--- src/hw/fsp_pkg.sv ---
`default_nettype none
package fsp_pkg;
  // bus geometry; the control register index is printed, byte address is four times it
  localparam int AXI_ADDR_W = 8;
  localparam logic [7:0] CTRL_IDX = 8'h37;
  localparam logic [AXI_ADDR_W-1:0] CTRL_ADDR = {CTRL_IDX[5:0], 2'b00};
  localparam logic [1:0] RESP_OKAY = 2'h0;
  localparam logic [1:0] RESP_DECERR = 2'h3;

  // control register fields
  localparam int EN_BIT = 0;
  localparam int ERASE_BIT = 1;
  localparam int WRITE_BIT = 2;
  localparam int LOCKRD_BIT = 3;
  localparam int RWWRE_BIT = 4;
  localparam int RWWBUSY_BIT = 6;
  localparam logic [4:0] CTRL_RESET = 5'h00;
  localparam logic RWW_BUSY_VAL = 1'b0;

  // legal command patterns in the low five bits
  localparam logic [4:0] CMD_RWW = 5'h11;
  localparam logic [4:0] CMD_LOCK = 5'h09;
  localparam logic [4:0] CMD_WRITE = 5'h05;
  localparam logic [4:0] CMD_ERASE = 5'h03;
  localparam logic [4:0] CMD_LOAD = 5'h01;

  // windows after a control write, in clock cycles
  localparam logic [2:0] SPM_WIN = 3'h4;
  localparam logic [2:0] LPM_WIN = 3'h3;

  // pointer values selecting fuse and lock bytes
  localparam logic [15:0] PTR_FUSE_LOW = 16'h0000;
  localparam logic [15:0] PTR_LOCK = 16'h0001;
  localparam logic [15:0] PTR_FUSE_EXT = 16'h0002;
  localparam logic [15:0] PTR_FUSE_HIGH = 16'h0003;
  localparam logic [7:0] UNMAPPED_BYTE = 8'hFF;
  localparam logic [15:0] ERASED_WORD = 16'hFFFF;

  // programming time
  localparam int CLK_PERIOD_NS = 50;
  localparam int PROG_MIN_NS = 3700000;
  localparam int PROG_MAX_NS = 4500000;
  localparam int PROG_MIN_CYC = (PROG_MIN_NS + CLK_PERIOD_NS - 1) / CLK_PERIOD_NS;
  localparam int PROG_MAX_CYC = PROG_MAX_NS / CLK_PERIOD_NS;
  localparam int PAGE_WORDS_DEF = 32;

  typedef enum {OP_IDLE, OP_ERASE, OP_WRITE} fsp_op_t;
endpackage
`default_nettype wire

--- src/hw/fsp_buf_if.sv ---
`default_nettype none
interface fsp_buf_if #(parameter int IDX_W = 5);
  logic clr;
  logic wr_en;
  logic [IDX_W-1:0] wr_idx;
  logic [15:0] wr_data;
  logic [IDX_W-1:0] rd_idx;
  logic [15:0] rd_data;
  modport ctrl (output clr, output wr_en, output wr_idx, output wr_data, output rd_idx,
    input rd_data);
  modport store (input clr, input wr_en, input wr_idx, input wr_data, input rd_idx,
    output rd_data);
endinterface
`default_nettype wire

--- src/hw/fsp_page_buf.sv ---
`default_nettype none
module fsp_page_buf #(
  parameter int WORDS = 32,
  parameter int IDX_W = 5
) (
  input wire logic aclk,
  fsp_buf_if.store bus
);
  import fsp_pkg::*;

  logic [15:0] mem [WORDS];
  logic [WORDS-1:0] filled;

  // the index must reach every word and nothing beyond
  if (WORDS < 2 || (1 << IDX_W) != WORDS)
    $error("fsp_page_buf: depth must be a power of two matching the index width");

  // words never loaded read as erased flash
  always_ff @(posedge aclk)
  begin
    if (bus.clr)
      filled <= '0;
    if (bus.wr_en)
      filled[bus.wr_idx] <= 1'b1;
  end

  always_ff @(posedge aclk)
  begin
    if (bus.wr_en)
      mem[bus.wr_idx] <= bus.wr_data;
  end

  always_ff @(posedge aclk)
  begin
    bus.rd_data <= filled[bus.rd_idx] ? mem[bus.rd_idx] : ERASED_WORD;
  end
endmodule
`default_nettype wire

--- src/hw/fsp_top.sv ---
// Function
// - pointer high bits page, low bits word
// - lpm reads bytes, pointer bit zero selects
// - eeprom write blocks programming and fuse reads
// - pointer 0x0001 with enables reads lock
// - enables auto-clear on read or timeout
// - enables clear means ordinary flash reads
// - pointer 0x0000 returns low fuse byte
// - pointer 0x0003 returns high fuse byte
// - pointer 0x0002 returns extended fuse byte
// - programmed bits read zero, unprogrammed one
// - reset lets running flash write finish
// - erase or write lasts 3.7 to 4.5 ms
// - rww busy bit always reads zero
// - command patterns select erase, load, write
// - cpu halted during erase and write
// - illegal low five bit patterns ignored
// - enable stays high until operation ends
`default_nettype none
module fsp_top #(
  parameter int PAGE_WORDS = fsp_pkg::PAGE_WORDS_DEF,
  parameter int PROG_CYCLES = fsp_pkg::PROG_MIN_CYC,
  localparam int IDX_W = $clog2(PAGE_WORDS),
  localparam int PAGE_W = 15 - IDX_W
) (
  input wire logic aclk,
  input wire logic aresetn,
  input wire logic [fsp_pkg::AXI_ADDR_W-1:0] s_axi_awaddr,
  input wire logic s_axi_awvalid,
  output logic s_axi_awready,
  input wire logic [31:0] s_axi_wdata,
  input wire logic [3:0] s_axi_wstrb,
  input wire logic s_axi_wvalid,
  output logic s_axi_wready,
  output logic [1:0] s_axi_bresp,
  output logic s_axi_bvalid,
  input wire logic s_axi_bready,
  input wire logic [fsp_pkg::AXI_ADDR_W-1:0] s_axi_araddr,
  input wire logic s_axi_arvalid,
  output logic s_axi_arready,
  output logic [31:0] s_axi_rdata,
  output logic [1:0] s_axi_rresp,
  output logic s_axi_rvalid,
  input wire logic s_axi_rready,
  input wire logic spm_strobe,
  input wire logic lpm_strobe,
  input wire logic [15:0] flash_pointer,
  input wire logic [15:0] spm_word,
  output logic [7:0] lpm_data,
  output logic lpm_valid,
  output logic cpu_halt,
  input wire logic eeprom_write_busy_flag,
  input wire logic [7:0] low_fuse_programmed,
  input wire logic [7:0] high_fuse_programmed,
  input wire logic [7:0] extended_fuse_programmed,
  input wire logic [7:0] lock_programmed,
  output logic [14:0] flash_rd_addr,
  input wire logic [15:0] flash_rd_data,
  output logic flash_erase_strobe,
  output logic flash_prog_strobe,
  output logic [PAGE_W-1:0] flash_prog_page,
  output logic [IDX_W-1:0] flash_prog_word,
  output logic [15:0] flash_prog_data
);
  import fsp_pkg::*;

  localparam int CNT_W = $clog2(PROG_CYCLES + 1);

  // page streaming must finish inside the programming time
  if (PAGE_WORDS < 2 || (1 << IDX_W) != PAGE_WORDS || PROG_CYCLES < PAGE_WORDS + 1
      || PROG_CYCLES > PROG_MAX_CYC)
    $error("fsp_top: unsupported page size or programming time");

  ////////////////////////////////////////////////////////////////////////////
  logic aw_held;
  logic w_held;
  logic [AXI_ADDR_W-1:0] aw_addr_q;
  logic [31:0] wdata_q;
  logic [3:0] wstrb_q;
  logic [4:0] ctrl;
  logic [2:0] win;
  fsp_op_t op_state;
  logic op_running;
  logic [CNT_W-1:0] op_cnt;
  logic [CNT_W-1:0] halt_cnt;
  logic str_act;
  logic [IDX_W-1:0] str_idx;
  logic eep_q;
  logic lpm_pend;
  logic fuse_mode;
  logic [15:0] lpm_ptr;
  logic wr_fire;
  logic wr_hit;
  logic cmd_legal;
  logic ctrl_take;
  logic spm_any;
  logic spm_go;
  logic lpm_fuse;
  logic op_done;
  logic [7:0] fuse_val;

  fsp_buf_if #(.IDX_W(IDX_W)) bus ();

  fsp_page_buf #(.WORDS(PAGE_WORDS), .IDX_W(IDX_W)) u_buf (
    .aclk(aclk),
    .bus(bus.store)
  );

  // an unknown state after power-up counts as idle
  always_comb
  begin
    case (op_state)
      OP_ERASE, OP_WRITE: op_running = 1'b1;
      default: op_running = 1'b0;
    endcase
  end

  assign wr_fire = aw_held & w_held & ~s_axi_bvalid;
  assign wr_hit = aw_addr_q == CTRL_ADDR;
  assign cmd_legal = wdata_q[4:0]
    inside {CMD_RWW, CMD_LOCK, CMD_WRITE, CMD_ERASE, CMD_LOAD};
  // a new command is dropped while the previous one or any eeprom write is in progress
  assign ctrl_take = wr_fire & wr_hit & wstrb_q[0] & cmd_legal & ~ctrl[EN_BIT]
    & ~op_running & ~eeprom_write_busy_flag;
  assign spm_any = spm_strobe & ctrl[EN_BIT] & ~op_running;
  assign spm_go = spm_any & ~ctrl[LOCKRD_BIT] & ~eeprom_write_busy_flag;
  assign lpm_fuse = lpm_strobe & ctrl[EN_BIT] & ctrl[LOCKRD_BIT] & ~op_running
    & ~eeprom_write_busy_flag;
  assign op_done = op_running && op_cnt == '0;

  ////////////////////////////////////////////////////////////////////////////
  // axi4-lite write channel
  always_ff @(posedge aclk)
  begin
    if (!aresetn)
    begin
      s_axi_awready <= 1'b1;
      s_axi_wready <= 1'b1;
      s_axi_bvalid <= 1'b0;
      s_axi_bresp <= RESP_OKAY;
      aw_held <= 1'b0;
      w_held <= 1'b0;
      aw_addr_q <= '0;
      wdata_q <= '0;
      wstrb_q <= '0;
    end
    else
    begin
      if (s_axi_awvalid && s_axi_awready)
      begin
        aw_held <= 1'b1;
        aw_addr_q <= s_axi_awaddr;
        s_axi_awready <= 1'b0;
      end
      if (s_axi_wvalid && s_axi_wready)
      begin
        w_held <= 1'b1;
        wdata_q <= s_axi_wdata;
        wstrb_q <= s_axi_wstrb;
        s_axi_wready <= 1'b0;
      end
      if (wr_fire)
      begin
        aw_held <= 1'b0;
        w_held <= 1'b0;
        s_axi_bvalid <= 1'b1;
        s_axi_bresp <= wr_hit ? RESP_OKAY : RESP_DECERR;
      end
      if (s_axi_bvalid && s_axi_bready)
      begin
        s_axi_bvalid <= 1'b0;
        s_axi_awready <= 1'b1;
        s_axi_wready <= 1'b1;
      end
    end
  end

  // axi4-lite read channel
  always_ff @(posedge aclk)
  begin
    if (!aresetn)
    begin
      s_axi_arready <= 1'b1;
      s_axi_rvalid <= 1'b0;
      s_axi_rdata <= '0;
      s_axi_rresp <= RESP_OKAY;
    end
    else if (s_axi_arvalid && s_axi_arready)
    begin
      s_axi_arready <= 1'b0;
      s_axi_rvalid <= 1'b1;
      s_axi_rresp <= (s_axi_araddr == CTRL_ADDR) ? RESP_OKAY : RESP_DECERR;
      s_axi_rdata <= '0;
      if (s_axi_araddr == CTRL_ADDR)
        s_axi_rdata <= {24'h00_0000, 1'b0, RWW_BUSY_VAL, 1'b0, ctrl};
    end
    else if (s_axi_rvalid && s_axi_rready)
    begin
      s_axi_rvalid <= 1'b0;
      s_axi_arready <= 1'b1;
    end
  end

  ////////////////////////////////////////////////////////////////////////////
  // control bits and their auto-clear windows
  always_ff @(posedge aclk)
  begin
    if (!aresetn && !op_running)
    begin
      ctrl <= CTRL_RESET;
      win <= '0;
    end
    else if (op_running)
    begin
      if (op_done)
        ctrl <= CTRL_RESET;
    end
    else if (ctrl_take)
    begin
      ctrl <= wdata_q[4:0];
      win <= wdata_q[LOCKRD_BIT] ? LPM_WIN : SPM_WIN;
    end
    else if (ctrl[EN_BIT])
    begin
      if (spm_go && (ctrl == CMD_ERASE || ctrl == CMD_WRITE))
        win <= '0;
      else if (spm_any || lpm_fuse || win == 3'h1)
        ctrl <= CTRL_RESET;
      else
        win <= win - 3'h1;
    end
  end

  ////////////////////////////////////////////////////////////////////////////
  // erase and write timing; a reset does not cut a running operation short
  always_ff @(posedge aclk)
  begin
    if (!aresetn && !op_running)
    begin
      op_state <= OP_IDLE;
      op_cnt <= '0;
      cpu_halt <= 1'b0;
      flash_erase_strobe <= 1'b0;
      flash_prog_page <= '0;
    end
    else
    begin
      flash_erase_strobe <= 1'b0;
      case (op_state)
        OP_IDLE:
        begin
          if (spm_go && (ctrl == CMD_ERASE || ctrl == CMD_WRITE))
          begin
            op_state <= (ctrl == CMD_ERASE) ? OP_ERASE : OP_WRITE;
            op_cnt <= CNT_W'(PROG_CYCLES - 1);
            cpu_halt <= 1'b1;
            flash_erase_strobe <= ctrl == CMD_ERASE;
            flash_prog_page <= flash_pointer[15:IDX_W+1];
          end
        end
        OP_ERASE, OP_WRITE:
        begin
          if (op_cnt == '0)
          begin
            op_state <= OP_IDLE;
            cpu_halt <= 1'b0;
          end
          else
            op_cnt <= op_cnt - CNT_W'(1);
        end
        default: op_state <= OP_IDLE;
      endcase
    end
  end

  // page buffer streams to flash one word a cycle at the start of a write
  always_ff @(posedge aclk)
  begin
    if (!aresetn && !op_running)
    begin
      str_act <= 1'b0;
      str_idx <= '0;
      flash_prog_strobe <= 1'b0;
      flash_prog_word <= '0;
    end
    else
    begin
      flash_prog_strobe <= str_act;
      flash_prog_word <= str_idx;
      if (op_state == OP_IDLE && spm_go && ctrl == CMD_WRITE)
      begin
        str_act <= 1'b1;
        str_idx <= '0;
      end
      else if (str_act)
      begin
        str_act <= str_idx != IDX_W'(PAGE_WORDS - 1);
        str_idx <= str_idx + IDX_W'(1);
      end
    end
  end
  assign flash_prog_data = bus.rd_data;

  always_ff @(posedge aclk)
  begin
    if (!aresetn)
      eep_q <= 1'b0;
    else
      eep_q <= eeprom_write_busy_flag;
  end

  // an eeprom write during page loading loses the loaded data
  assign bus.clr = (!aresetn && !op_running) || (spm_go && ctrl == CMD_RWW)
    || (op_done && op_state == OP_WRITE) || (eeprom_write_busy_flag && !eep_q);
  assign bus.wr_en = spm_go && ctrl == CMD_LOAD;
  assign bus.wr_idx = flash_pointer[IDX_W:1];
  assign bus.wr_data = spm_word;
  assign bus.rd_idx = str_idx;

  ////////////////////////////////////////////////////////////////////////////
  // program memory byte reads, or fuse and lock bytes in lock-read mode
  always_comb
  begin
    case (lpm_ptr)
      PTR_LOCK: fuse_val = ~lock_programmed;
      PTR_FUSE_LOW: fuse_val = ~low_fuse_programmed;
      PTR_FUSE_HIGH: fuse_val = ~high_fuse_programmed;
      PTR_FUSE_EXT: fuse_val = ~extended_fuse_programmed;
      default: fuse_val = UNMAPPED_BYTE;
    endcase
  end

  always_ff @(posedge aclk)
  begin
    if (!aresetn)
    begin
      lpm_pend <= 1'b0;
      lpm_valid <= 1'b0;
      lpm_data <= '0;
      lpm_ptr <= '0;
      fuse_mode <= 1'b0;
    end
    else
    begin
      lpm_pend <= lpm_strobe & ~op_running;
      lpm_valid <= lpm_pend;
      if (lpm_strobe)
      begin
        lpm_ptr <= flash_pointer;
        fuse_mode <= lpm_fuse;
      end
      if (lpm_pend)
        lpm_data <= fuse_mode ? fuse_val
          : (lpm_ptr[0] ? flash_rd_data[15:8] : flash_rd_data[7:0]);
    end
  end
  assign flash_rd_addr = lpm_ptr[15:1];

  ////////////////////////////////////////////////////////////////////////////
  // helper counter: cycles the cpu has been held
  always_ff @(posedge aclk)
  begin
    if (!cpu_halt)
      halt_cnt <= '0;
    else
      halt_cnt <= halt_cnt + CNT_W'(1);
  end

  property p_halt_len;
    @(posedge aclk) disable iff (!aresetn) $fell(cpu_halt) |-> halt_cnt == CNT_W'(PROG_CYCLES);
  endproperty
  a_halt_len: assert property (p_halt_len) else $error("operation length wrong");

  property p_halt_start;
    @(posedge aclk) disable iff (!aresetn)
      $rose(op_running) |-> cpu_halt && flash_prog_page == $past(flash_pointer[15:IDX_W+1]);
  endproperty
  a_halt_start: assert property (p_halt_start) else $error("cpu not halted at start");

  property p_en_held;
    @(posedge aclk) disable iff (!aresetn)
      $fell(op_running) |-> !ctrl[EN_BIT] && $past(ctrl[EN_BIT]);
  endproperty
  a_en_held: assert property (p_en_held) else $error("enable not held through operation");

  property p_spm_win;
    @(posedge aclk) disable iff (!aresetn)
      (ctrl_take && !wdata_q[LOCKRD_BIT]) ##1 (!spm_strobe)[*4] |=> !ctrl[EN_BIT];
  endproperty
  a_spm_win: assert property (p_spm_win) else $error("store window not closed");

  property p_lpm_win;
    @(posedge aclk) disable iff (!aresetn)
      (ctrl_take && wdata_q[LOCKRD_BIT]) ##1 (!lpm_strobe && !spm_strobe)[*3] |=> !ctrl[EN_BIT];
  endproperty
  a_lpm_win: assert property (p_lpm_win) else $error("lock window not closed");

  property p_fuse_low;
    @(posedge aclk) disable iff (!aresetn)
      lpm_fuse && flash_pointer == PTR_FUSE_LOW
      |-> ##2 lpm_valid && lpm_data == ~low_fuse_programmed;
  endproperty
  a_fuse_low: assert property (p_fuse_low) else $error("low fuse byte wrong");

  property p_fuse_high;
    @(posedge aclk) disable iff (!aresetn)
      lpm_fuse && flash_pointer == PTR_FUSE_HIGH |-> ##2 lpm_data == ~high_fuse_programmed;
  endproperty
  a_fuse_high: assert property (p_fuse_high) else $error("high fuse byte wrong");

  property p_byte_read;
    @(posedge aclk) disable iff (!aresetn)
      lpm_pend && !fuse_mode && lpm_ptr[0] |=> lpm_valid && lpm_data == $past(flash_rd_data[15:8]);
  endproperty
  a_byte_read: assert property (p_byte_read) else $error("odd byte not selected");

  property p_illegal;
    @(posedge aclk) disable iff (!aresetn)
      wr_fire && wr_hit && !cmd_legal && !ctrl[EN_BIT] && !op_running |=> ctrl == CTRL_RESET;
  endproperty
  a_illegal: assert property (p_illegal) else $error("illegal command taken");

  property p_eeprom_block;
    @(posedge aclk) disable iff (!aresetn)
      spm_strobe && eeprom_write_busy_flag |=> !$rose(op_running) && !$rose(cpu_halt);
  endproperty
  a_eeprom_block: assert property (p_eeprom_block) else $error("store during eeprom write");

  property p_reset_keeps_op;
    @(posedge aclk) op_running && op_cnt != '0 |=> op_running;
  endproperty
  a_reset_keeps_op: assert property (p_reset_keeps_op) else $error("operation aborted");
endmodule
`default_nettype wire
--- config.mk ---
export PLATFORM = sky130hd
export DESIGN_NAME = fsp_top
export DESIGN_NICKNAME = d
export VERILOG_FILES = /design/src/hw/fsp_pkg.sv /design/src/hw/fsp_buf_if.sv /design/src/hw/fsp_page_buf.sv /design/src/hw/fsp_top.sv
export SDC_FILE = /design/constraint.sdc
export NUM_CORES = 1
export LEC_CHECK = 0
export CORE_MARGIN = 5
export CORE_UTILIZATION = 35
export DETAILED_ROUTE_END_ITERATION = 7
export DONT_BUFFER_PORTS = 1
export PLACE_DENSITY = 0.46
export SLEW_MARGIN = 10
export SYNTH_ARGS = -nofsm -noshare
export SYNTH_HDL_FRONTEND = slang
export SYNTH_SLANG_ARGS = --single-unit
--- constraint.sdc ---
create_clock -name aclk -period 3.45 [get_ports aclk]
set_input_delay 0.345 -clock aclk [delete_from_list [all_inputs] [get_ports aclk]]
set_output_delay 0.345 -clock aclk [all_outputs]
set_load 0.01 [all_outputs]
==> metrics.md <==
| Metric | Value |
|---|---|
| Run status | finished clean |
| Hold_sp | spm_word[11] |
| Antenna violations before repair | 1 |
| Reg power frac | 0.513 |
| Initial Util | 0.352 |
| Final min period | 3170 ps |
| Number of synthesized flops with an enable pin | 512 |
| GP Congestion | 0.754 |
| Die Wd | 286 um |
| Pwr dens | 544 nW/um2 |
| Ys async rst share | 0 |
| Least-Margin Pin Slew | 1120 ps |
| Min-Delay Path Class | in -> reg |
| Combinational share of power | 0.021 |
| Largest net degree at the start of global routing | 47 |
| Die height | 286 um |
| Sw Ratio | 0.206 |
| Worst rel slew slack | 0.252 |
| Crit path kind | reg -> reg |
| Synthesized instance count | 1708 |
| Required @ worst endpoint | 3710 ps |
| Global-route wire length before repair | 103000 um |
| Final net count | 1971 |
| Post-CTS Repair Setup Buffers | 0 |
| Vias per cell | 5.25 |
| RSZ-0062 raised after global routing | no |
| Core ar. | 75700 um2 |
| Total wire length | 68700 um |
| Gr usage total | 0.166 |
| Final cycle utilization of the critical path | 0.920 |
| Clock sink count | 667 |
| Clock share of power | 0.466 |
| Leakage dissipation | 0.0103 uW |
| Maximum vdd ir drop | 0.000306 V |
| Iter 0 DRT Violations | 1020 |
| Worst reg2reg endpoint | u_buf.mem[6][9] |
| Commonest register cell after synthesis | edfxtp_1 |
| Setup TNS | 0 ps |
| Psw | 3500 uW |
| Worst path arrival time | 3430 ps |
| Clock latency at the later pin of the worst-skew pair | 620 ps |
| IO Port Bufs | 0 |
| Synth cell types | 70 |
| Fmax | 0.315 GHz |
| Path depth of the worst reg2reg path | 8 |
| Clock Skew | 26.7 ps |
| Hold path cells | 1 |
| I/O pin count | 241 |
| DP Cell Count | 2650 |
| Share of cells above drive strength 1 | 0.190 |
| DRT Pass-1 Iters | 5 |
| Residual DRC | 0 |
| Syn Area/Cell | 15.6 um2 |
| Crit end category | flop |
| Std cell rows | 101 |
| Flops & latches, synth | 667 |
| Yosys warnings | 0 |
| DRT antenna net count | 0 |
| Int Power | 13500 uW |
| Area grow syn2layout | 17.3% |
| Final Hold Viols | 0 |
| # fillers | 6838 |
| Largest fanout on the critical path | 17 |
| Final Non-Filler Cells | 2861 |
| CTS Buffer Depth | 3 |
| Clk slew on worst S/H paths | 50 ps |
| R2R setup slack | 280 ps |
| Vias in the first global route | 15743 |
| Via Count | 15019 |
| Root Driver | clkbuf_16 |
| Worst hold endpoint | u_buf.mem[25][11] |
| CTS tree | built |
| Endpoints failing setup | 0 |
| Sequential share of the synthesized area | 0.693 |
| MaxCap Viol Count | 0 |
| CTS buffer count | 76 |
| Gr ovfl total | 0 |
| Die Area | 81800 um2 |
| H-tree levels | 3 |
| Dpl hpwl | 41800 um |
| CP Launch Type | flop |
| Final Max Tran Viols | 0 |
| Syn Std Cell Area | 26700 um2 |
| Reg2reg start | op_state[0] |
| Routed len/inst | 24.0 um |
-- through the flow --
stage               total power [uW]  utilization  worst slack [ps]  hold slack, ps  instance area, um2
floorplan                       9040            -               502             419               26800
global placement                9030        0.369               369             425               27900
detailed placement              9030        0.369               331             433               27900
CTS                            17200        0.413               317           0.202               31300
global route                   17600        0.413               182            20.7               31300
finish                         17000        0.413               277            28.8               31300
-- cell usage after synthesis, drive strengths merged (25+ instances only) --
cell | n | area [um2]
clkbuf | 49 | 184
edfxtp | 512 | 15400
dfxtp | 155 | 3100
nor2 | 80 | 300
mux4 | 64 | 1440
a21o | 32 | 240
buf | 92 | 593
a21oi | 45 | 229
nand2 | 71 | 267
a221oi | 52 | 455
nor2b | 29 | 181
nand3 | 26 | 135
mux2i | 145 | 1470
o21ai | 54 | 270
mux2 | 32 | 360
a22oi | 25 | 188
-- flip-flops by register name (all words and copies together), names as in the netlist, 5 cells and up --
signal,count
aw_addr_q,8
bus.rd_idx,5
ctrl,5
flash_prog_page,10
flash_prog_word,5
lpm_data,8
lpm_ptr,16
op_cnt,17
s_axi_rdata,5
u_buf.bus.rd_data,16
u_buf.filled,32
u_buf.mem,512
wdata_q,5
-- logic make-up after synthesis --
group           share of synthesized area
other cells                      0.000141
simple gates                       0.0590
buf+inv                            0.0315
fa+ha+maj                         0.00413
flops                               0.693
mux                                 0.123
compound gates                     0.0847
xor+xnor                          0.00493
-- routing by layer --
layer,vias up,routed length [um],GRT usage
li1,6826,-,-
met2,373,33800,0.280
met4,0,1890,0.0511
met3,106,3340,0.0337
met5,-,0,0
met1,7714,29700,0.217
-- worst max-delay path: stages, from the launching register on --
cell,delay (ps)
dfxtp_1,330
inv_1,60
ha_1,340
nor3b_4,350
nand3_1,200
nor3b_1,680
nand2_1,330
nor2_2,150
buf_4,380
-- cell usage in the layout, fill, tap and decap left out, types with 8 or more instances in the layout --
master           n
and2_1          15
a22oi_1         25
a221oi_1        52
clkbuf_16       80
o311ai_0        14
xor2_1           8
o211ai_1        16
conb_1          27
nand2_1         71
o21ai_0         54
dfxtp_1        151
nor2b_1         29
dlygate4sd3_1   55
mux2i_1        143
or2_2           20
o22ai_1          8
a21oi_1         44
nand3_1         25
a21o_1          32
clkbuf_8         9
a22o_1          16
a21boi_0        17
clkinv_1        14
mux2_2          32
inv_1           17
nor2_2          18
buf_12          20
o21a_1          16
clkinv_2         9
mux4_2          64
ha_1             8
buf_4           75
clkbuf_1        17
edfxtp_1       512
nor2_1          62
nand2b_1         8
-- worst max-delay path by stage --
stage,startpoint,endpoint,slack [ps],cells past startpoint
6_report,op_state[0],u_buf.mem[6][9],280,8
5_1_grt,op_state[0],u_buf.mem[15][11],180,8
4_1_cts,op_state[0],u_buf.mem[7][11],320,8
3_5_place_dp,op_state[0],u_buf.mem[7][3],330,8
3_3_place_gp,op_state[0],u_buf.mem[5][15],370,8
2_1_floorplan,op_state[0],u_buf.mem[31][0],500,8
-- area by class of cell --
type / count / area [um2] / area share
antenna: 1 / 2.50 / 0.0000800
clock inverter: 33 / 298 / 0.00952
clock buffer: 106 / 2190 / 0.0700
tap: 978 / 1220 / 0.0391
timing repair buffer: 150 / 1510 / 0.0484
inverter: 17 / 63.8 / 0.00204
multi-input combinational: 909 / 7490 / 0.240
sequential: 667 / 18500 / 0.591
-- power groups by stage --
stage          Clock (uW)  Combinational, uW  Sequential, uW
6_report             7930                356            8710
5_1_grt              8470                392            8720
4_1_cts              8150                361            8710
3_5_place_dp            0                148            8880
3_3_place_gp            0                146            8880
2_1_floorplan           0                182            8860
-- repair_timing --
item	CTS	global route
hold endpoints to repair	573	0
hold buffers	71	0
gates resized for setup	0	0
Power figures use the tool's default switching activity.
